## config.mk

```make
export PLATFORM = sky130hd
export DESIGN_NAME = atm_monitor
export DESIGN_NICKNAME = d
export VERILOG_FILES = /design/src/atm_pkg.sv /design/src/atm_monitor.sv
export SDC_FILE = /design/constraint.sdc
export NUM_CORES = 1
export LEC_CHECK = 0
export ABC_AREA = 1
export BUFFER_PORTS_ARGS = -buffer_cell sky130_fd_sc_hd__buf_2
export CORE_ASPECT_RATIO = 0.8
export CORE_MARGIN = 2
export CORE_UTILIZATION = 30
export CTS_CLUSTER_SIZE = 40
export DETAILED_ROUTE_END_ITERATION = 6
export HOLD_SLACK_MARGIN = 0.1
export SLEW_MARGIN = 30
export SYNTH_ARGS = -nofsm -noshare
export SYNTH_HDL_FRONTEND = slang
export SYNTH_SLANG_ARGS = --single-unit
```

## constraint.sdc

```tcl
create_clock -name core_clk_i -period 7.25 [get_ports core_clk_i]
set_clock_uncertainty 0.2 [all_clocks]
set_input_delay 0.3625 -clock core_clk_i [delete_from_list [all_inputs] [get_ports core_clk_i]]
set_output_delay 0.3625 -clock core_clk_i [all_outputs]
set_load 0.005 [all_outputs]
```

## src/atm_pkg.sv

```systemverilog
// Shared constants for the alarm trigger monitor
package atm_pkg;
  localparam int NUM_TRIG = 8;
  localparam int TIME_W = 15;
  localparam int GROUP_W = 6;
  // Timing base
  localparam longint CLK_PERIOD_NS = 10;
  localparam longint TICK_PERIOD_MS = 1000;
  localparam longint TICK_CYCLES_DEF = (TICK_PERIOD_MS * 64'd1000000) / CLK_PERIOD_NS;
  // Timer limits in seconds
  localparam logic [TIME_W-1:0] MIN_CTRL_S = 15'h0001;
  localparam logic [TIME_W-1:0] MIN_CLK_S = 15'h0002;
  localparam logic [TIME_W-1:0] MIN_DATA_S = 15'h0004;
  localparam logic [TIME_W-1:0] MAX_ALARM_S = 15'h5460;
  localparam logic [TIME_W-1:0] IGNORE_S = 15'h0002;
  // Lead select codes
  localparam logic [2:0] LEAD_RTS = 3'h0;
  localparam logic [2:0] LEAD_CTS = 3'h1;
  localparam logic [2:0] LEAD_DCD = 3'h2;
  localparam logic [2:0] LEAD_DTR = 3'h3;
  localparam logic [2:0] LEAD_RXCLK = 3'h4;
  localparam logic [2:0] LEAD_TXCLK = 3'h5;
  localparam logic [2:0] LEAD_RXD = 3'h6;
  localparam logic [2:0] LEAD_TXD = 3'h7;
  // Switching target and action codes
  typedef enum logic [1:0] {
    TGT_NONE = 2'b00,
    TGT_CIRCUIT = 2'b01,
    TGT_RACK = 2'b10,
    TGT_GROUP = 2'b11
  } atm_target_type;
  typedef enum logic [1:0] {
    ACT_ALTERNATE = 2'b00,
    ACT_FORCE_A = 2'b01,
    ACT_FORCE_B = 2'b10
  } atm_action_type;
endpackage

```

## src/atm_monitor.sv

```systemverilog
// Alarm trigger monitor: eight timed triggers per circuit with auto switch request
`timescale 1ns/1ps
module atm_monitor
  import atm_pkg::*;
#(
  parameter longint TICK_CYCLES = TICK_CYCLES_DEF
)(
  input wire logic core_clk_i,
  input wire logic resetn_i,
  input wire logic lead_rts_i,
  input wire logic lead_cts_i,
  input wire logic lead_dcd_i,
  input wire logic lead_dtr_i,
  input wire logic lead_rxclk_i,
  input wire logic lead_txclk_i,
  input wire logic lead_rxd_i,
  input wire logic lead_txd_i,
  input wire logic switching_circuit_i,
  input wire logic [NUM_TRIG-1:0] enable_i,
  input wire logic [NUM_TRIG*3-1:0] lead_sel_i,
  input wire logic [NUM_TRIG-1:0] alarm_level_i,
  input wire logic [NUM_TRIG*TIME_W-1:0] alarm_time_i,
  input wire logic [NUM_TRIG*TIME_W-1:0] clear_time_i,
  input wire logic [NUM_TRIG-1:0] beep_en_i,
  input wire logic [NUM_TRIG-1:0] led_en_i,
  input wire logic [NUM_TRIG*2-1:0] sw_target_i,
  input wire logic [NUM_TRIG*2-1:0] sw_action_i,
  input wire logic [NUM_TRIG*GROUP_W-1:0] sw_group_i,
  output logic [NUM_TRIG-1:0] alarm_o,
  output logic beep_o,
  output logic led_o,
  output logic ignore_o,
  output logic switch_req_o,
  output logic [1:0] switch_target_o,
  output logic [1:0] switch_action_o,
  output logic [GROUP_W-1:0] switch_group_o
);

  logic [31:0] div_r;
  logic tick_r;
  logic [3:0] prev_r;
  logic [3:0] seen_r;
  logic [3:0] act_r;
  logic [3:0] evt;
  logic [7:0] lead_state;
  logic [NUM_TRIG-1:0] alarm_r;
  logic [NUM_TRIG-1:0] alarm_nxt;
  logic [TIME_W-1:0] ign_r;
  logic ignoring;
  logic [NUM_TRIG-1:0] fire;
  logic req_nxt;
  logic [1:0] tgt_nxt;
  logic [1:0] act_nxt;
  logic [GROUP_W-1:0] grp_nxt;

  // Lowest timer bound allowed for the lead class
  function automatic logic [TIME_W-1:0] class_min(input logic [2:0] sel);
    if (sel >= LEAD_RXD)
      return MIN_DATA_S;
    else if (sel >= LEAD_RXCLK)
      return MIN_CLK_S;
    else
      return MIN_CTRL_S;
  endfunction

  // One-second tick shared by every timer
  always_ff @(posedge core_clk_i)
  begin
    if (!resetn_i)
    begin
      div_r <= 32'h0;
      tick_r <= 1'b0;
    end
    else if (div_r >= 32'(TICK_CYCLES - 1))
    begin
      div_r <= 32'h0;
      tick_r <= 1'b1;
    end
    else
    begin
      div_r <= div_r + 32'h1;
      tick_r <= 1'b0;
    end
  end

  // Clock edges and data spaces seen within the current second
  assign evt[0] = lead_rxclk_i ^ prev_r[0];
  assign evt[1] = lead_txclk_i ^ prev_r[1];
  assign evt[2] = !lead_rxd_i;
  assign evt[3] = !lead_txd_i;

  always_ff @(posedge core_clk_i)
  begin
    if (!resetn_i)
    begin
      prev_r <= 4'h0;
      seen_r <= 4'h0;
      act_r <= 4'h0;
    end
    else
    begin
      prev_r <= {lead_txd_i, lead_rxd_i, lead_txclk_i, lead_rxclk_i};
      if (tick_r)
      begin
        act_r <= seen_r | evt; // Window closes; late event still counts
        seen_r <= 4'h0;
      end
      else
        seen_r <= seen_r | evt;
    end
  end

  // Classified state of every lead, high means ON, PRESENT or ACTIVE
  assign lead_state = {act_r[3], act_r[2], act_r[1], act_r[0],
                       lead_dtr_i, lead_dcd_i, lead_cts_i, lead_rts_i};

  assign ignoring = (ign_r != 15'h0);

  // Per trigger confirmation timers
  generate
    for (genvar g = 0; g < NUM_TRIG; g++)
    begin : g_trig
      logic [TIME_W-1:0] cnt_r;
      logic [TIME_W-1:0] cfg_a;
      logic [TIME_W-1:0] cfg_c;
      logic [TIME_W-1:0] min_t;
      logic [TIME_W-1:0] alarm_t;
      logic [TIME_W-1:0] clear_t;
      logic [2:0] sel;
      logic cond;

      assign sel = lead_sel_i[g*3 +: 3];
      assign cfg_a = alarm_time_i[g*TIME_W +: TIME_W];
      assign cfg_c = clear_time_i[g*TIME_W +: TIME_W];
      assign min_t = class_min(sel);
      // Clamp both to class minimum; only the alarm time to the six hour ceiling
      assign alarm_t = (cfg_a < min_t) ? min_t :
                       ((cfg_a > MAX_ALARM_S) ? MAX_ALARM_S : cfg_a);
      assign clear_t = (cfg_c < min_t) ? min_t : cfg_c;
      assign cond = (lead_state[sel] == alarm_level_i[g]);

      // Next alarm state, recognized only after full continuous time
      always_comb
      begin
        alarm_nxt[g] = alarm_r[g];
        if (!enable_i[g])
          alarm_nxt[g] = 1'b0;
        else if (tick_r && !ignoring)
        begin
          if (!alarm_r[g] && cond && (cnt_r + 15'h1 >= alarm_t))
            alarm_nxt[g] = 1'b1;
          else if (alarm_r[g] && !cond && (cnt_r + 15'h1 >= clear_t))
            alarm_nxt[g] = 1'b0;
        end
      end

      always_ff @(posedge core_clk_i)
      begin
        if (!resetn_i)
          cnt_r <= 15'h0;
        else if (!enable_i[g] || ignoring)
          cnt_r <= 15'h0;
        else if (tick_r)
        begin
          if ((cond != alarm_r[g]) && (alarm_nxt[g] == alarm_r[g]))
            cnt_r <= cnt_r + 15'h1;
          else
            cnt_r <= 15'h0; // Restart on interruption
        end
      end

      assign fire[g] = alarm_nxt[g] && !alarm_r[g];
    end
  endgenerate

  always_ff @(posedge core_clk_i)
  begin
    if (!resetn_i)
      alarm_r <= '0;
    else
      alarm_r <= alarm_nxt;
  end

  // Pick the lowest recognized trigger with a switching target
  always_comb
  begin
    req_nxt = 1'b0;
    tgt_nxt = TGT_NONE;
    act_nxt = ACT_ALTERNATE;
    grp_nxt = '0;
    for (int i = NUM_TRIG - 1; i >= 0; i--)
    begin
      if (fire[i] && (sw_target_i[i*2 +: 2] != TGT_NONE) && switching_circuit_i)
      begin
        req_nxt = 1'b1;
        tgt_nxt = sw_target_i[i*2 +: 2];
        act_nxt = sw_action_i[i*2 +: 2];
        grp_nxt = sw_group_i[i*GROUP_W +: GROUP_W];
      end
    end
  end

  // Switch request outputs
  always_ff @(posedge core_clk_i)
  begin
    if (!resetn_i)
    begin
      switch_req_o <= 1'b0;
      switch_target_o <= TGT_NONE;
      switch_action_o <= ACT_ALTERNATE;
      switch_group_o <= '0;
    end
    else
    begin
      switch_req_o <= req_nxt;
      if (req_nxt)
      begin
        switch_target_o <= tgt_nxt;
        switch_action_o <= act_nxt;
        switch_group_o <= grp_nxt;
      end
    end
  end

  // Fixed ignore interval after a switch
  always_ff @(posedge core_clk_i)
  begin
    if (!resetn_i)
      ign_r <= 15'h0;
    else if (req_nxt)
      ign_r <= IGNORE_S;
    else if (tick_r && ignoring)
      ign_r <= ign_r - 15'h1;
  end

  // Indications at the rack
  assign alarm_o = alarm_r;
  assign beep_o = |(alarm_r & beep_en_i);
  assign led_o = |(alarm_r & led_en_i);
  assign ignore_o = ignoring;

  ign_start_a: assert property (@(posedge core_clk_i) disable iff (!resetn_i)
    switch_req_o |-> ignore_o && (ign_r == IGNORE_S))
    else $error("ignore interval not started by switch");
  ign_freeze_a: assert property (@(posedge core_clk_i) disable iff (!resetn_i)
    ignore_o && !$fell(resetn_i) |=> (alarm_r & enable_i) == ($past(alarm_r) & enable_i))
    else $error("alarm state changed while ignoring");
  sw_gate_a: assert property (@(posedge core_clk_i) disable iff (!resetn_i)
    switch_req_o |-> $past(switching_circuit_i))
    else $error("switch on non switching circuit");
  sw_target_a: assert property (@(posedge core_clk_i) disable iff (!resetn_i)
    switch_req_o |-> switch_target_o != TGT_NONE)
    else $error("switch request with no target");
  sw_cause_a: assert property (@(posedge core_clk_i) disable iff (!resetn_i)
    switch_req_o |-> (alarm_r & ~$past(alarm_r)) != '0)
    else $error("switch without a new alarm");
  sw_single_a: assert property (@(posedge core_clk_i) disable iff (!resetn_i)
    switch_req_o |=> !switch_req_o [*8])
    else $error("second switch inside ignore interval");
  alarm_tick_a: assert property (@(posedge core_clk_i) disable iff (!resetn_i)
    (alarm_r & ~$past(alarm_r)) != '0 |-> $past(tick_r))
    else $error("alarm recognized off the second tick");
  trig_en_a: assert property (@(posedge core_clk_i) disable iff (!resetn_i)
    ($past(~enable_i) & alarm_r) == '0)
    else $error("disabled trigger holds an alarm");
  beep_a: assert property (@(posedge core_clk_i) disable iff (!resetn_i)
    $rose(alarm_o[0]) && beep_en_i[0] |-> beep_o)
    else $error("beep missing on alarm");
  tick_gap_a: assert property (@(posedge core_clk_i) disable iff (!resetn_i)
    tick_r && TICK_CYCLES > 1 |=> !tick_r)
    else $error("tick wider than one cycle");

endmodule

```

==> results by group, run 1 <==
Critical path
  – Slowest library cell on the worst path: dlygate4sd3_1
  – Crit start category: flip-flop
  – Crit. path cell count: 32
  – Crit path arrival time: 5750 ps
  – Most used cell along the critical path: nand2_1
  – Critical path peak fanout: 17
  – CP endpoint: switch_group_o[0]$_SDFFE_PN0P_
  – Nature of the critical path endpoint: flip-flop
  – Reg2reg start: g_trig[5].cnt_r[0]$_SDFFE_PP0P_
  – Crit path from: g_trig[5].cnt_r[0]$_SDFFE_PP0P_
  – Family with the most delay on the worst path: simple AND/OR/NAND/NOR gates
  – FF-to-FF End: switch_group_o[0]$_SDFFE_PN0P_
  – Setup slack, reg-to-reg: 1670 ps
  – FF-to-FF path depth: 32
  – Critical setup path kind: flip-flop to flip-flop
  – CP Data Required Time: 7420 ps
  – Max incr delay on CP: 540 ps
  – Buf/Inv on CP: 3

Layout
  – Final instance area: 24600 sq um
  – Area Overhead vs Synth: 18.7%
  – Layout cells sized above 1: 0.141
  – Util after Layout: 0.358
  – Multi-input logic area: 14800 sq um
  – Filler cell count: 7555
  – Register area: 3940 sq um
  – Nets: 4336

Yosys
  – Compound-Gate Fraction of Synth Area: 0.154
  – Post-synthesis adder-cell area fraction: 0.185
  – Ys flop type: dfxtp_1
  – XOR/XNOR Fraction of Synth Area: 0.0419
  – Number of synthesized flops with an enable pin: 0
  – Multiplexer share of the synthesized area: 0
  – Simple-gate portion of the synthesized area: 0.335
  – Post-synthesis area per instance: 6.41 sq um
  – Post-synthesis instance total: 3229
  – Distinct cell type count after synthesis: 57
  – Sequential area share after synthesis: 0.191
  – Synthesized flop and latch total: 197
  – Largest family of logic cells by synthesized area: simple AND/OR/NAND/NOR gates
  – Async SR Flop Fraction: 0
  – Mapped Area: 20700 sq um
  – Yosys warnings: 0

GRT
  – Vias in the first global route: 20500
  – Global route overflow: 0
  – Initial antenna violation count: 9
  – First-pass GRT wire length: 115000 um
  – Gr usage total: 0.206
  – Largest net degree at the start of global routing: 70

Placement
  – GP Congestion: 0.963
  – Pre-CTS setup slack: 2030 ps
  – IO Port Bufs: 408
  – HPWL Detailed: 61700 um
  – Placement Cell Area: 23700 sq um

Timing
  – Final Setup Violations: 0
  – Max Freq: 0.179 GHz
  – Hold Vio Cnt, Final: 0
  – Worst slew pin tran: 809 ps
  – Setup TNS: 0 ps
  – Worst Setup Slack, final: 1670 ps
  – Min Tclk post-route: 5580 ps
  – RSZ-0062 raised after global routing: false
  – Slew Viols, Final: 0
  – Max_slew headroom: 0.461
  – Final worst path period share: 0.769

Routing
  – Drt pass-1 iters: 6
  – Antenna Nets Post-Route: 0
  – Via count: 22500
  – Via-to-Cell Ratio: 4.90
  – Drt total wl: 74900 um
  – DRC Markers: 0
  – DRT iter0 DRCs: 1612
  – Wirelength per Cell: 16.4 um

Floorplan
  – Die Ht: 239 um
  – Row count: 86
  – Die Wd: 298 um
  – Die area: 71100 sq um
  – Core Area: 68500 sq um
  – # IOs: 409
  – Initial Utilization: 0.302

Power and ir drop
  – Maximum VDD drop: 0.169 mV
  – P per Cell Area: 131 nW/um^2
  – Pleak: 12.1 nW
  – Pwr Total: 3.23 mW

Clocking
  – CTS buffer count: 17
  – Clk root buf: clkbuf_16
  – Clk slew on worst S/H paths: 80 ps
  – CTS tree: yes
  – # clock sinks: 197
  – Clk buf depth: 2
  – # H-tree levels: 4
  – CTS resizes: 0
  – Clock Latency Late Sink: 470 ps

Run
  – Max-Cap Viols: 0

Hold path
  – Worst Hold Class: primary input to flip-flop

Run status
  – Outcome: complete, no violations
-- through the flow --
| step | hold slack [ps] | instances |
|---|---|---|
| floorplan | 217 | 3233 |
| global placement | 232 | 4518 |
| detailed placement | 240 | 4518 |
| CTS | 106 | 4579 |
| global route | 194 | 4581 |
| finish | 152 | 4583 |
-- synth_stat cells, types with 9 or more instances --
master / count / share of area
nand3_1: 127 / 0.031
or2_2: 9 / 0.0027
ha_1: 306 / 0.19
nor2_1: 337 / 0.061
nor4_1: 57 / 0.017
nor3b_1: 9 / 0.0033
dfxtp_1: 197 / 0.19
a21oi_1: 321 / 0.078
buf_2: 17 / 0.0041
o211ai_1: 31 / 0.011
xnor2_1: 24 / 0.010
a31oi_1: 20 / 0.0060
a21o_1: 10 / 0.0036
inv_1: 445 / 0.081
o21a_1: 13 / 0.0047
clkbuf_1: 33 / 0.0060
nor3_1: 57 / 0.014
nand2_1: 759 / 0.14
nand3b_1: 13 / 0.0047
nand4_1: 105 / 0.032
xor2_1: 75 / 0.032
inv_2: 11 / 0.0020
o21ai_1: 11 / 0.0027
nor2_2: 15 / 0.0045
o21ai_0: 121 / 0.029
-- layer usage --
layer / vias to the layer above / track usage / wire length [um]
li1: 11700 / - / -
met1: 10100 / 0.297 / 38100
met2: 617 / 0.322 / 31900
met3: 71 / 0.0310 / 3740
met4: 0 / 0.0413 / 1230
met5: - / 0 / 0
-- cell usage in the layout (no fill, tap or decap), types with 31 or more instances in the layout --
cell        n
nand2_1   759
inv_1     444
buf_2     408
nor2_1    337
a21oi_1   321
ha_1      306
dfxtp_1   197
nand3_1   126
o21ai_0   121
nand4_1   105
xor2_1     75
nor4_1     57
nor3_1     57
o211ai_1   31
-- layout make-up --
cell class | count | share of cell area
inverters | 457 | 0.0699
clock inverters | 11 | 0.00367
repair buffers | 442 | 0.0966
multi-input cells | 2528 | 0.604
flip-flops and latches | 197 | 0.161
diodes | 4 | 0.000408
clock buffers | 20 | 0.0182
well taps | 924 | 0.0471
-- logic make-up after synthesis --
family / count (synthesis)
adders and majority gates: 306
DFF: 197
buffers and inverters: 508
other: 1
xor gates and xnor gates: 99
and+or+nand+nor: 1541
AOI/OAI and AO/OA: 577
-- registers in the layout, indices dropped and copies added (netlist names), 2 cells and up --
name and cells:
g_trig.cnt_r 120, div_r 32, ign_r 15, alarm_o 8, switch_group_o 6, act_r 4, seen_r 4, prev_r 2
switch_action_o 2, switch_target_o 2
-- worst register-to-register path, delay by kind of cell (launching register included) --
kind / cells / cell delay, ps
AO/OA/AOI/OAI: 2 / 300
adder cells (fa/ha/maj): 3 / 910
buffers and inverters: 3 / 830
flip-flops: 1 / 440
AND/OR/NAND/NOR: 24 / 2800
-- worst min path at each step --
stage | from | endpoint | slack (ps) | depth (start not counted)
global route | sw_target_i[2] | switch_target_o[0]$_SDFFE_PN0P_ | 190 | 7
detailed placement | div_r[0]$_SDFF_PP0_ | div_r[0]$_SDFF_PP0_ | 240 | 1
finish | sw_target_i[2] | switch_target_o[0]$_SDFFE_PN0P_ | 150 | 7
floorplan | div_r[0]$_SDFF_PP0_ | div_r[0]$_SDFF_PP0_ | 220 | 1
CTS | sw_target_i[2] | switch_target_o[0]$_SDFFE_PN0P_ | 110 | 7
global placement | div_r[0]$_SDFF_PP0_ | div_r[0]$_SDFF_PP0_ | 230 | 1
-- power by group --
group | switching (mW) | internal, mW | leakage [nW] | total (mW)
sequential | 0.0449 | 1.13 | 1.59 | 1.17
combinational | 0.747 | 0.367 | 10.2 | 1.11
clock | 0.486 | 0.456 | 0.264 | 0.942
total | 1.28 | 1.95 | 12.1 | 3.23
-- repair_timing --
item,CTS,global route
buffers inserted,0,0
endpoints found under the hold margin,142,0
hold buffers,30,0
Power figures use the tool's default switching activity.
==> inputs of run 2 (changes only) <==
clock period = 5.1 ns   (was 7.25 ns; I/O delays follow)
==> results by group, run 2 (synthesis results as in run 1) <==
Critical path
  – Crit path arrival time: 4920 ps
  – Crit start category: flip-flop
  – Critical setup path kind: flip-flop to flip-flop
  – Critical path peak fanout: 10
  – CP Data Required Time: 5310 ps
  – Nature of the critical path endpoint: flip-flop

Power and ir drop
  – Pleak: 12.4 nW
  – Maximum VDD drop: 0.268 mV
  – Sw frac: 0.403
  – P per Cell Area: 188 nW/um^2
  – Reg power frac: 0.352
  – P_sw: 1.89 mW
  – Combinational power share: 0.347
  – Internal Power: 2.80 mW
  – Clock power frac: 0.300

Clocking
  – # clock sinks: 197
  – Clk buf depth: 2
  – CTS buffer count: 17
  – CTS tree: yes
  – Clock Latency Late Sink: 470 ps
  – # H-tree levels: 4
  – Clk root buf: clkbuf_16
  – Clk slew on worst S/H paths: 80 ps

Placement
  – IO Port Bufs: 408
  – HPWL Detailed: 62900 um
  – Pre-CTS setup slack: 304 ps
  – GP Congestion: 0.972

GRT
  – Vias in the first global route: 20500
  – Initial antenna violation count: 12
  – First-pass GRT wire length: 117000 um
  – Global route overflow: 0
  – Gr usage total: 0.208
  – Largest net degree at the start of global routing: 70

Layout
  – Max reg flops: 120
  – Top flop regs: g_trig.cnt_r: 120 flops, div_r: 32 flops, ign_r: 15 flops
  – Area Overhead vs Synth: 21.0%
  – Util after Layout: 0.365
  – Commonest non-fill, non-tap cell in the layout: nand2_1
  – Layout cells sized above 1: 0.148
  – Nets: 4377
  – Most frequent cells in the layout: nand2_1, inv_1, buf_2
  – Largest reg by FF count: g_trig.cnt_r

Timing
  – Min Tclk post-route: 4710 ps
  – Final Setup Violations: 0
  – Slew Viols, Final: 0
  – Hold Vio Cnt, Final: 0
  – Setup TNS: 0 ps
  – Worst Setup Slack, final: 390 ps
  – Max Freq: 0.212 GHz
  – Worst slew pin tran: 926 ps
  – Max_slew headroom: 0.381
  – Final worst path period share: 0.924

Routing
  – Via count: 22600
  – DRT iter0 DRCs: 1484
  – Wirelength per Cell: 16.3 um
  – Met3 Routed Length: 4270 um
  – Antenna Nets Post-Route: 0
  – Top Metal Used: met5
  – M1 WL: 37400 um
  – DRC Markers: 0
  – Via-to-Cell Ratio: 4.89
  – Drt pass-1 iters: 6
  – Met2 WL post-DR: 32700 um
  – Drt total wl: 75500 um

Floorplan
  – Die area: 71100 sq um
  – Die Wd: 298 um
  – Core Area: 68500 sq um
  – # IOs: 409
  – Die Ht: 239 um
  – Row count: 86
  – Initial Utilization: 0.302

Hold path
  – Worst Hold Class: primary input to flip-flop

Run status
  – Outcome: complete, no violations

Run
  – Max-Cap Viols: 0
[run 2: changes by cell type in the layout (fill, tap and decap cells not counted), sizes merged]
cell and delta:
clkbuf -3, clkinv +6, inv -2, dlygate4sd3 +21
buf +20
[run 2: critical path: stages (launching register included)]
cell and delay [ps]:
dfxtp_1 480, ha_1 270, nand4_1 170, nor2_1 230, nand2_1 140, nor3_1 210, xor2_1 390, ha_1 340
a21oi_1 150, o21ai_0 110, a21oi_1 130, nand3_1 160, nand2_1 110, a21boi_1 70, ha_1 210, nand2_1 130
nor2_2 130, nor4_2 320, nand3_2 180, nor2_4 190, buf_4 210, nand2_1 60, nand2_1 70
[run 2: path summary, 6_finish.rpt]
check / startpoint / endpoint / slack, ps / depth (start not counted)
worst max-delay path: g_trig[7].cnt_r[0]$_SDFFE_PP0P_ / switch_group_o[4]$_SDFFE_PN0P_ / 390 / 22
worst min-delay path: sw_target_i[5] / switch_target_o[1]$_SDFFE_PN0P_ / 130 / 8
worst max register to register: g_trig[7].cnt_r[0]$_SDFFE_PP0P_ / switch_group_o[4]$_SDFFE_PN0P_ / 390 / 22
worst min register to register: switch_target_o[1]$_SDFFE_PN0P_ / switch_target_o[1]$_SDFFE_PN0P_ / 260 / 2
[run 2: what timing repair did]
item / in CTS / in global routing
hold buffers: 51 / 0
hold endpoints to repair: 146 / 0
endpoints found under the setup margin: 0 / 23
setup buffers: 0 / 4
resized for setup: 0 / 13
[run 2: power by group through the flow]
stage	clock [mW]	sequential (mW)	combinational (mW)
2_1_floorplan	0	1.68	0.984
3_3_place_gp	0	1.69	1.59
3_5_place_dp	0	1.69	1.59
4_1_cts	1.46	1.65	1.64
5_1_grt	1.53	1.67	1.82
6_report	1.41	1.66	1.63
[run 2: per-stage QoR]
step / cells / total power, mW / hold WS (ps) / area (sq um)
after floorplan: 3233 / 2.66 / 148 / 20700
after global placement: 4534 / 3.28 / 232 / 23800
after detailed placement: 4534 / 3.28 / 241 / 23800
after CTS: 4617 / 4.75 / 104 / 24900
after global routing: 4623 / 5.02 / 121 / 25000
final: 4625 / 4.70 / 133 / 25000
[run 2: layer usage]
layer,up-vias,track usage
met1,10200,0.299
met5,-,0
met2,613,0.322
met3,56,0.0393
met4,8,0.0378
li1,11800,-
[run 2: cell type report]
type                            instances  area (sq um)
Multi-Input combinational cell       2528         14800
Timing Repair Buffer                  483          2730
Clock buffer                           17           425
Antenna cell                            4          10.0
Inverter                              457          1720
Clock inverter                         15           183
Sequential cell                       197          3950
Fill cell                            7473         43500
Tap cell                              924          1160
